--- config.mk ---
export PLATFORM = sky130hd
export DESIGN_NAME = incr_exec
export DESIGN_NICKNAME = d
export VERILOG_FILES = /design/src/logic/incr_pkg.sv /design/src/logic/incr_alu.sv /design/src/logic/incr_exec.sv
export VERILOG_INCLUDE_DIRS = /design/src /design/src/logic
export SDC_FILE = /design/constraint.sdc
export NUM_CORES = 1
export LEC_CHECK = 0
export BUFFER_PORTS_ARGS = -buffer_cell sky130_fd_sc_hd__buf_2
export CAP_MARGIN = 20
export CORE_MARGIN = 2
export CORE_UTILIZATION = 55
export CTS_BUF_LIST = sky130_fd_sc_hd__clkbuf_8
export CTS_CLUSTER_DIAMETER = 40
export CTS_CLUSTER_SIZE = 16
export DETAILED_ROUTE_END_ITERATION = 8
export PLACE_DENSITY = 0.86
export REMOVE_ABC_BUFFERS = 1
export SKIP_CTS_REPAIR_TIMING = 1
export SYNTH_ARGS = -nofsm -noshare
export SYNTH_HDL_FRONTEND = slang
export SYNTH_SLANG_ARGS = --single-unit
--- constraint.sdc ---
create_clock -name clk_i -period 6.3 [get_ports clk_i]
set_clock_uncertainty 0.05 [all_clocks]
set_input_delay 0.315 -clock clk_i [delete_from_list [all_inputs] [get_ports clk_i]]
set_output_delay 0.315 -clock clk_i [all_outputs]
set_load 0.1 [all_outputs]
--- src/logic/incr_defs.svh ---
// Offsets, field positions, reset values and timing counts of the increment core
`ifndef INCR_DEFS_SVH
`define INCR_DEFS_SVH

// Register byte addresses on the APB
`define REG_ARITH_FLAGS        14'h3FD8
`define REG_BANK_POINTER       14'h3FE0
`define REG_WORKING_ACC        14'h3FE8
`define REG_CORE_CTRL          14'h0000
`define REG_CORE_STATE         14'h0004

// Flag positions inside arith_flags
`define FLG_CARRY              0
`define FLG_HALF_CARRY         1
`define FLG_ZERO               2
`define FLG_SIGNED_EXCESS      3
`define FLG_NEGATIVE           4
`define FLG_WIDTH              5

// Control register fields
`define CTRL_EXT_SET_EN        0

// Reset values
`define RST_ARITH_FLAGS        5'h00
`define RST_BANK_POINTER       8'h00
`define RST_WORKING_ACC        8'h00
`define RST_EXT_SET_EN         1'b0

// Instruction fields
`define OPC_HI                 15
`define OPC_LO                 10
`define OPC_ADD_ONE            6'h0A
`define OPC_ADD_ONE_SKIP       6'h0F
`define DEST_BIT               9
`define BANK_BIT               8

// Addressing
`define DMEM_AW                14
`define INDEXED_LIMIT          8'h5F
`define ACCESS_LOW_PAGE        6'h00
`define ACCESS_HIGH_PAGE       6'h3F

// Last phase count of an instruction cycle (four phases, counted 0 to 3)
`define PHASES_PER_CYCLE       2'h3

`endif

--- src/logic/incr_pkg.sv ---
// Types of the increment core
package incr_pkg;
  `include "incr_defs.svh"

  typedef enum logic [2:0] {
    ST_IDLE,
    ST_DECODE,
    ST_READ,
    ST_PROCESS,
    ST_WRITE,
    ST_NOP
  } phase_t;

  typedef struct packed {
    phase_t                    st;
    logic [1:0]                nop_ph;
    logic [1:0]                nop_left;
    logic [15:0]               ir;
    logic                      next_two;
    logic [7:0]                res;
    logic [`FLG_WIDTH-1:0]     flg_new;
    logic [7:0]                working_accumulator;
    logic [7:0]                bank_pointer;
    logic [`FLG_WIDTH-1:0]     flags;
    logic                      ext_en;
    logic [`DMEM_AW-1:0]       maddr;
    logic                      mrd;
    logic                      mwr;
    logic [7:0]                mwdata;
    logic                      done;
    logic                      skip;
    logic                      pready;
    logic [31:0]               prdata;
    logic                      pslverr;
    logic                      busy;
  } core_state_t;
endpackage

--- src/logic/incr_alu.sv ---
// Increment datapath: sum and arithmetic flags
`include "incr_defs.svh"
module incr_alu
  import incr_pkg::*;
#(
  parameter int unsigned DW = 8
) (
  // Operand
  input  wire logic [DW-1:0]         operand_i,
  // Result and flags
  output logic      [DW-1:0]         result_o,
  output logic      [`FLG_WIDTH-1:0] flags_o
);
  import incr_pkg::*;

  if (DW != 8) begin : g_bad_width
    $error("incr_alu serves an 8-bit operand only");
  end

  always_comb begin
    result_o = operand_i + DW'(1);
    flags_o = '0;
    flags_o[`FLG_CARRY]         = &operand_i;
    flags_o[`FLG_HALF_CARRY]    = &operand_i[3:0];
    flags_o[`FLG_ZERO]          = (result_o == '0);
    flags_o[`FLG_SIGNED_EXCESS] = (operand_i == {1'b0, {(DW-1){1'b1}}});
    flags_o[`FLG_NEGATIVE]      = result_o[DW-1];
  end
endmodule

--- src/logic/incr_exec.sv ---
// Execution core for the two increment instructions with APB registers
// Notes on behaviour
// - Destination bit picks accumulator or register
// - Plain form sets flags; skip form none
// - Bank bit: access bank or bank pointer
// - Extended set, low address: indexed offset
// - Zero result skips prefetched instruction
// - Two-word follower makes three cycles
// - One word, decode/read/process/write phases
// - Opcodes 001010 and 001111, then d,a,f
//
// Added by the designer: the APB interface to the registers.
`include "incr_defs.svh"
module incr_exec
  import incr_pkg::*;
#(
  parameter int unsigned DMEM_AW = `DMEM_AW
) (
  // Clock, reset, enable
  input  wire logic               clk_i,
  input  wire logic               rst_n_i,
  input  wire logic               ce_i,
  // Instruction fetch
  input  wire logic               instr_valid_i,
  input  wire logic [15:0]        instr_word_i,
  input  wire logic               next_two_word_i,
  output logic                    busy_o,
  output logic                    done_o,
  output logic                    skip_o,
  // Indexed literal offset base
  input  wire logic [DMEM_AW-1:0] index_base_i,
  // Data memory
  output logic      [DMEM_AW-1:0] dmem_addr_o,
  output logic                    dmem_rd_o,
  input  wire logic [7:0]         dmem_rdata_i,
  output logic                    dmem_wr_o,
  output logic      [7:0]         dmem_wdata_o,
  // APB slave
  input  wire logic               psel_i,
  input  wire logic               penable_i,
  input  wire logic               pwrite_i,
  input  wire logic [DMEM_AW-1:0] paddr_i,
  input  wire logic [31:0]        pwdata_i,
  output logic                    pready_o,
  output logic      [31:0]        prdata_o,
  output logic                    pslverr_o
);
  import incr_pkg::*;

  if (DMEM_AW != `DMEM_AW) begin : g_bad_aw
    $error("incr_exec serves a 14-bit data address only");
  end

  logic [1:0]          rst_sync_q;
  logic                rst_n;
  core_state_t         q;
  core_state_t         d;
  logic [7:0]          alu_res;
  logic [`FLG_WIDTH-1:0] alu_flg;

  // Reset is released through two flops so its removal is clock aligned
  always_ff @(posedge clk_i or negedge rst_n_i) begin
    if (!rst_n_i) begin
      rst_sync_q <= 2'b00;
    end else begin
      rst_sync_q <= {rst_sync_q[0], 1'b1};
    end
  end
  assign rst_n = rst_sync_q[1];

  incr_alu #(
    .DW        (8)
  ) u_alu (
    .operand_i (dmem_rdata_i),
    .result_o  (alu_res),
    .flags_o   (alu_flg)
  );

  always_comb begin
    logic [7:0]  f;
    logic        is_inc;
    logic        is_skip;
    logic        mapped;
    logic [31:0] rdata;
    f       = q.ir[7:0];
    is_inc  = 1'b0;
    is_skip = 1'b0;
    mapped  = 1'b0;
    rdata   = '0;
    d       = q;
    d.done  = 1'b0;
    d.mrd   = 1'b0;
    d.mwr   = 1'b0;

    is_inc  = (q.ir[`OPC_HI:`OPC_LO] == `OPC_ADD_ONE);
    is_skip = (q.ir[`OPC_HI:`OPC_LO] == `OPC_ADD_ONE_SKIP);

    // APB slave: answer is prepared in setup, taken in access
    unique case (paddr_i)
      `REG_ARITH_FLAGS: begin
        mapped = 1'b1;
        rdata  = {27'h0, q.flags};
      end
      `REG_BANK_POINTER: begin
        mapped = 1'b1;
        rdata  = {24'h0, q.bank_pointer};
      end
      `REG_WORKING_ACC: begin
        mapped = 1'b1;
        rdata  = {24'h0, q.working_accumulator};
      end
      `REG_CORE_CTRL: begin
        mapped = 1'b1;
        rdata  = {31'h0, q.ext_en};
      end
      `REG_CORE_STATE: begin
        mapped = 1'b1;
        rdata  = {25'h0, q.skip, q.nop_left, q.st != ST_IDLE,
                  3'(q.st)};
      end
      default: begin
        mapped = 1'b0;
        rdata  = '0;
      end
    endcase

    if (psel_i && !penable_i && !q.pready) begin
      d.pready  = 1'b1;
      d.pslverr = !mapped;
      d.prdata  = pwrite_i ? 32'h0000_0000 : rdata;
    end else if (psel_i && penable_i && q.pready) begin
      d.pready  = 1'b0;
      d.pslverr = 1'b0;
      d.prdata  = '0;
      if (pwrite_i) begin
        unique case (paddr_i)
          `REG_ARITH_FLAGS:  d.flags  = pwdata_i[`FLG_WIDTH-1:0];
          `REG_BANK_POINTER: d.bank_pointer    = pwdata_i[7:0];
          `REG_WORKING_ACC:  d.working_accumulator   = pwdata_i[7:0];
          `REG_CORE_CTRL:    d.ext_en = pwdata_i[`CTRL_EXT_SET_EN];
          default: ;
        endcase
      end
    end

    // Core sequence; a core write in the same edge overrides the APB one
    unique case (q.st)
      ST_IDLE: begin
        if (instr_valid_i) begin
          d.ir       = instr_word_i;
          d.next_two = next_two_word_i;
          d.skip     = 1'b0;
          d.st       = ST_DECODE;
        end
      end
      ST_DECODE: begin
        if (!is_inc && !is_skip) begin
          d.st = ST_IDLE;
        end else begin
          d.mrd = 1'b1;
          d.st  = ST_READ;
          if (q.ir[`BANK_BIT]) begin
            d.maddr = {q.bank_pointer[5:0], f};
          end else if (q.ext_en && f <= `INDEXED_LIMIT) begin
            d.maddr = index_base_i + {6'h00, f};
          end else if (f <= `INDEXED_LIMIT) begin
            d.maddr = {`ACCESS_LOW_PAGE, f};
          end else begin
            d.maddr = {`ACCESS_HIGH_PAGE, f};
          end
        end
      end
      ST_READ: begin
        d.res     = alu_res;
        d.flg_new = alu_flg;
        d.st      = ST_PROCESS;
      end
      ST_PROCESS: begin
        d.st = ST_WRITE;
        if (q.ir[`DEST_BIT]) begin
          d.mwr    = 1'b1;
          d.mwdata = q.res;
        end else begin
          d.working_accumulator = q.res;
        end
        if (is_inc) begin
          d.flags = q.flg_new;
        end
        if (is_skip && q.res == 8'h00) begin
          d.skip = 1'b1;
          d.nop_left = q.next_two ? 2'h2 : 2'h1;
        end else begin
          d.nop_left = 2'h0;
        end
      end
      ST_WRITE: begin
        d.nop_ph = 2'h0;
        if (q.nop_left != 2'h0) begin
          d.st = ST_NOP;
        end else begin
          d.st   = ST_IDLE;
          d.done = 1'b1;
        end
      end
      ST_NOP: begin
        d.nop_ph = q.nop_ph + 2'h1;
        if (q.nop_ph == `PHASES_PER_CYCLE) begin
          d.nop_left = q.nop_left - 2'h1;
          if (q.nop_left == 2'h1) begin
            d.st   = ST_IDLE;
            d.done = 1'b1;
          end
        end
      end
      default: d.st = ST_IDLE;
    endcase
    // Busy is registered so the port comes straight from a flop
    d.busy = (d.st != ST_IDLE);
  end

  always_ff @(posedge clk_i or negedge rst_n) begin
    if (!rst_n) begin
      q          <= '0;
      q.st       <= ST_IDLE;
      q.flags    <= `RST_ARITH_FLAGS;
      q.bank_pointer      <= `RST_BANK_POINTER;
      q.working_accumulator     <= `RST_WORKING_ACC;
      q.ext_en   <= `RST_EXT_SET_EN;
    end else if (ce_i) begin
      q <= d;
    end
  end

  // Outputs straight from the state flops
  assign busy_o       = q.busy;
  assign done_o       = q.done;
  assign skip_o       = q.skip;
  assign dmem_addr_o  = q.maddr;
  assign dmem_rd_o    = q.mrd;
  assign dmem_wr_o    = q.mwr;
  assign dmem_wdata_o = q.mwdata;
  assign pready_o     = q.pready;
  assign prdata_o     = q.prdata;
  assign pslverr_o    = q.pslverr;
endmodule

Word-level counts from Yosys, hierarchy flattened
Cells that the tools add are included.
Widths: inputs -> output; s select.
Operators by class
  add/sub/neg operators: 4
  order comparisons: 1
  eq/ne operators: 17
  multiplexer cells: 41
  bitwise gates (word level): 2
  reduce and logical (&&, ||, !) cells: 36
Operator list (count)
  $mux 34: 2
  $mux 22: 3
  $eq 14x14->1 const B: 3
  $mux 14: 3
  $pmux 8 s5: 1
  $mux 32: 1
  $mux 8: 4
  $mux 9: 2
  $pmux 3 s6: 1
  $logic_not 8->1: 2
  $mux 5: 3
  $add 14x8->14: 1
  $eq 14x3->1 const B: 1
  $logic_not 14->1: 1
  $eq 6x4->1 const B: 2
  $mux 3: 4
  $reduce_and 3->1: 4
  $reduce_and 5->1: 2
  $reduce_bool 2->1: 5
  $mux 1: 9
  $add 8x1->8 const B: 1
  $eq 8x7->1 const B: 1
  $le 8x7->1 const B: 1
  $mux 2: 4
  other kinds (19): 40
Word-level totals
  bits in registers: 122
  input bits: 92
  output and inout bits: 61
  word-level logic and storage cells: 123

Longest topological paths before layout
  depth after elaboration: 7
  mapped depth: 8
  gate-level depth less buffers: 8

By module
From an unflattened synthesis, not the netlist that was laid out.
Unflattened totals
  cells, all modules: 538
  area, all modules: 5590.4 um^2
Modules (own cells, without submodules)
  incr_exec: times used 1, cells an instance 512, area an instance 5408.9 um^2, sequential area each 2452.4 um^2
  incr_alu: times used 1, cells an instance 26, area an instance 181.4 um^2, sequential area each 0.0 um^2

Worst setup path after synthesis
No wires, ideal clock.
  path kind: register to register
  start: register q (netlist bit pready_o)
  end: register q[67] (netlist bit)
  setup time: 0.125 ns
  arrival: 2.285 ns
  data required time: 6.125 ns
  setup slack: 3.840 ns
  cell stages (with the launch flop): 5
  path buffers: 0
  period minus slack after synthesis: 2.460 ns
  path through: dfrtp_1 > and4_1 > nand2_1 > nor4_4 > mux2_2
Between the ends
  longest elaborated chain between the ends: 4
  elaborated cells on any way between the ends: 5
  those cells by class: bitwise: 1; reduce/logical: 4
Ends and longest elaborated chain
  from (decl): RTL line incr_exec.sv:56  | core_state_t q;
  $logic_not 1->1: RTL line incr_exec.sv:127  | if (psel_i && !penable_i && !q.pready) begin
  $logic_and 1x1->1: RTL line incr_exec.sv:127
  $not 1->1 (no line)
  $reduce_and 5->1 (no line) *
Every way passes the cells marked *; elsewhere a longest branch is shown, timed or not.
A chain may end at the register's enable or synchronous reset.

Worst setup path after layout
  start: register q[117] (netlist bit)
  end: register q[98] (netlist bit)
Between the ends
  longest elaborated chain between the ends: 2
Ends and longest elaborated chain
  $logic_not 3->1: RTL line incr_exec.sv:147  | unique case (q.st)
  $reduce_and 3->1 (no line)
No other way between the ends.

==> metrics.md <==
| Metric | Value |
|---|---|
| Die area | `0.0106 mm2` |
| Routed Antenna Nets | `0` |
| Critical Path Max Stage Delay | `0.69 ns` |
| Chip height | `103 um` |
| Sw frac | `43.8%` |
| R2R Setup Slk | `4.06 ns` |
| Core area | `0.00964 mm2` |
| Detail Placement HPWL | `9100 um` |
| Crit end category | `register` |
| FMAX | `0.446 GHz` |
| Port bufs | `104` |
| Synth Flop Type | `dfrtp_1` |
| Worst VDD drop | `0.000180 V` |
| PwrDens | `405 mW/mm2` |
| Top post-synthesis cells by area | `dfrtp_1 (45%), buf_4 (7.5%), mux2_2 (7.1%)` |
| Vias | `4310` |
| Hold path depth | `2` |
| Post-Syn Area | `0.00540 mm2` |
| Comb pwr share | `41.5%` |
| Leading area contributor after synthesis | `dfrtp_1` |
| Placed Cells | `730` |
| Seq pwr share | `37.9%` |
| Finished Layout Cells | `747` |
| Internal power | `1360 uW` |
| Final period util | `35.6%` |
| RSZ-0062 raised after global routing | `false` |
| Vias in the first global route | `4098` |
| Worst-path cell chain | `nor2b_1 -> nand3_1 -> mux2_2` |
| Final Slew Violations | `0` |
| Number of CTS-inserted buffers | `9` |
| Average size of a mapped cell | `10.0 um2` |
| Avg WL per Cell | `16.9 um` |
| Status | `finished, final reports clean` |
| Ports | `153` |
| Top delay family on crit path | `simple AND/OR/NAND/NOR gates` |
| Number of flops mapped to enable cells by yosys | `0` |
| Tmin final | `2.24 ns` |
| Yosys warns | `0` |
| Worst setup startpoint | `q[117]` |
| H-tree depth | `3` |
| Fin util | `62.1%` |
| Post-synth top cells | `dfrtp_1 (97), nand2_1 (56), buf_4 (54)` |
| Reg2reg start | `q[117]` |
| Max Fanout on Critical Path | `18` |
| Worst-path clk slew | `0.09 ns` |
| Area Growth Syn to Fin | `10.8%` |
| Max transition margin | `37.2%` |
| Share of the synthesized area in the top cell type | `45.0%` |
| Total Nets Final | `714` |
| Total area of sequential cells | `0.00243 mm2` |
| Fillers | `793` |
| Grt ovf | `0` |
| Setup CP Type | `reg2reg` |
| Cell depth of the worst flop-to-flop path | `3` |
| Ys async rst share | `100%` |
| Arrival time at the worst endpoint | `2.45 ns` |
| Row cnt | `36` |
| Setup TNS | `0 ns` |
| Sink Count | `97` |
| Hold_sp | `instr_word_i[5]` |
| Global-route usage over all layers | `24.5%` |
| CTS tree | `yes` |
| Crit path buffers/inverters | `0` |
| Worst setup SP type | `register` |
| Routed wire length | `12600 um` |
| Worst Hold End | `q[102]` |
| Reg2reg end | `q[98]` |
| Cells after Synth | `538` |
| Hold WS | `0.120 ns` |
| Count leader, synth | `dfrtp_1` |
| Die width | `103 um` |
| Seq/Total Area, Yosys | `45.0%` |
| Crit path required time | `6.51 ns` |
| Drt pass-1 iters | `5` |
| Crit-path slowest cell | `nand3_1` |
| RePlAce Congestion | `0.865` |
| Clock power share | `20.6%` |
| Largest net degree at the start of global routing | `75` |
| Routed vias/inst | `5.77` |
| Fin. Hold Viols | `0` |
| Final Setup Violations | `0` |
| Max Root-Sink Buffers | `2` |
| Initial antenna violation count | `0` |
| First-pass GRT wire length | `20000 um` |
| Unique cell type count in the Yosys netlist | `57` |
| Initial Util | `56.0%` |
| P_sw | `1060 uW` |
| Area of the multi-input gates | `0.00253 mm2` |
| HP Class | `in2reg` |
| Number of max-cap violations | `0` |
| DR iter-0 viols | `450` |
| Root Buffer | `clkbuf_8` |
| Antenna diodes | `0` |
| Ratio of cells with drive above 1 in the final layout | `27.0%` |
| Yosys reg bits | `97` |
| Leak | `0.00290 uW` |
| Worst skew pair latency | `0.37 ns` |
| Post-route DRC | `0` |
| Worst Max-Slew Pin Slew | `0.939 ns` |
-- power by group through the flow --
stage,Combinational (uW),Sequential [uW],Clock [uW]
final,1000,918,499
after global routing,1090,935,538
after CTS,1000,914,508
after detailed placement,998,925,0
after global placement,962,914,0
after floorplan,522,1180,0
-- area by class of cell --
cell class,instances,share of cell area [%]
clock buffer,10,2.30
clock inverter,6,1.90
inverter,15,0.941
multi-input combinational,379,42.3
sequential,97,40.6
tap,133,2.78
timing repair buffer,107,9.12
-- worst max path at each step --
stage,end,depth (start not counted)
floorplan,busy_o,0
global placement,q[104],4
detailed placement,q[105],4
CTS,q[98],3
global route,q[98],3
finish,q[98],3
-- stage by stage --
step                total power (uW)  setup WS (ns)  cell area (um2)
global route                    2560           3.92             5980
floorplan                       1700           3.35             5010
detailed placement              1920           3.97             5720
CTS                             2430           4.07             5970
global placement                1880           4.02             5720
finish                          2420           4.06             5980
-- logic make-up (layout without fill, tap and decap cells) --
family,count (synthesis),in the layout,synth area share [%]
AND/OR/NAND/NOR,157,157,15.4
AO/OA/AOI/OAI,128,128,15.8
flip-flops,97,97,45.0
buffers and inverters,85,138,9.74
multiplexers,39,39,8.02
XOR/XNOR,17,17,2.76
adder cells (fa/ha/maj),13,13,3.15
other,2,25,0.139
-- placed cells by master (no fill, tap or decap), types with 10 or more instances in the layout --
cell      instances
nand2_1          56
nor2_1           21
clkbuf_8         10
a21oi_1          25
nand3_1          16
dfrtp_1          96
o21ai_0          36
o22ai_1          11
mux2_2           34
buf_2           104
ha_1             12
conb_1           25
inv_1            15
-- sequential cells by signal (all words and copies together), names as in the netlist --
name          flops
dmem_wdata_o      8
busy_o            1
dmem_wr_o         1
pslverr_o         1
skip_o            1
pready_o          1
done_o            1
dmem_addr_o      14
prdata_o          8
dmem_rd_o         1
q                58
rst_sync_q        2
-- layer usage --
metal	routed length (um)	vias to the layer above	GRT usage, %
met5	0	-	0
met4	309	0	9.41
met3	847	32	5.15
met2	6240	195	39.9
met1	5190	2073	32.3
li1	-	2010	-
Note: power is estimated with default switching activity, not from simulation.
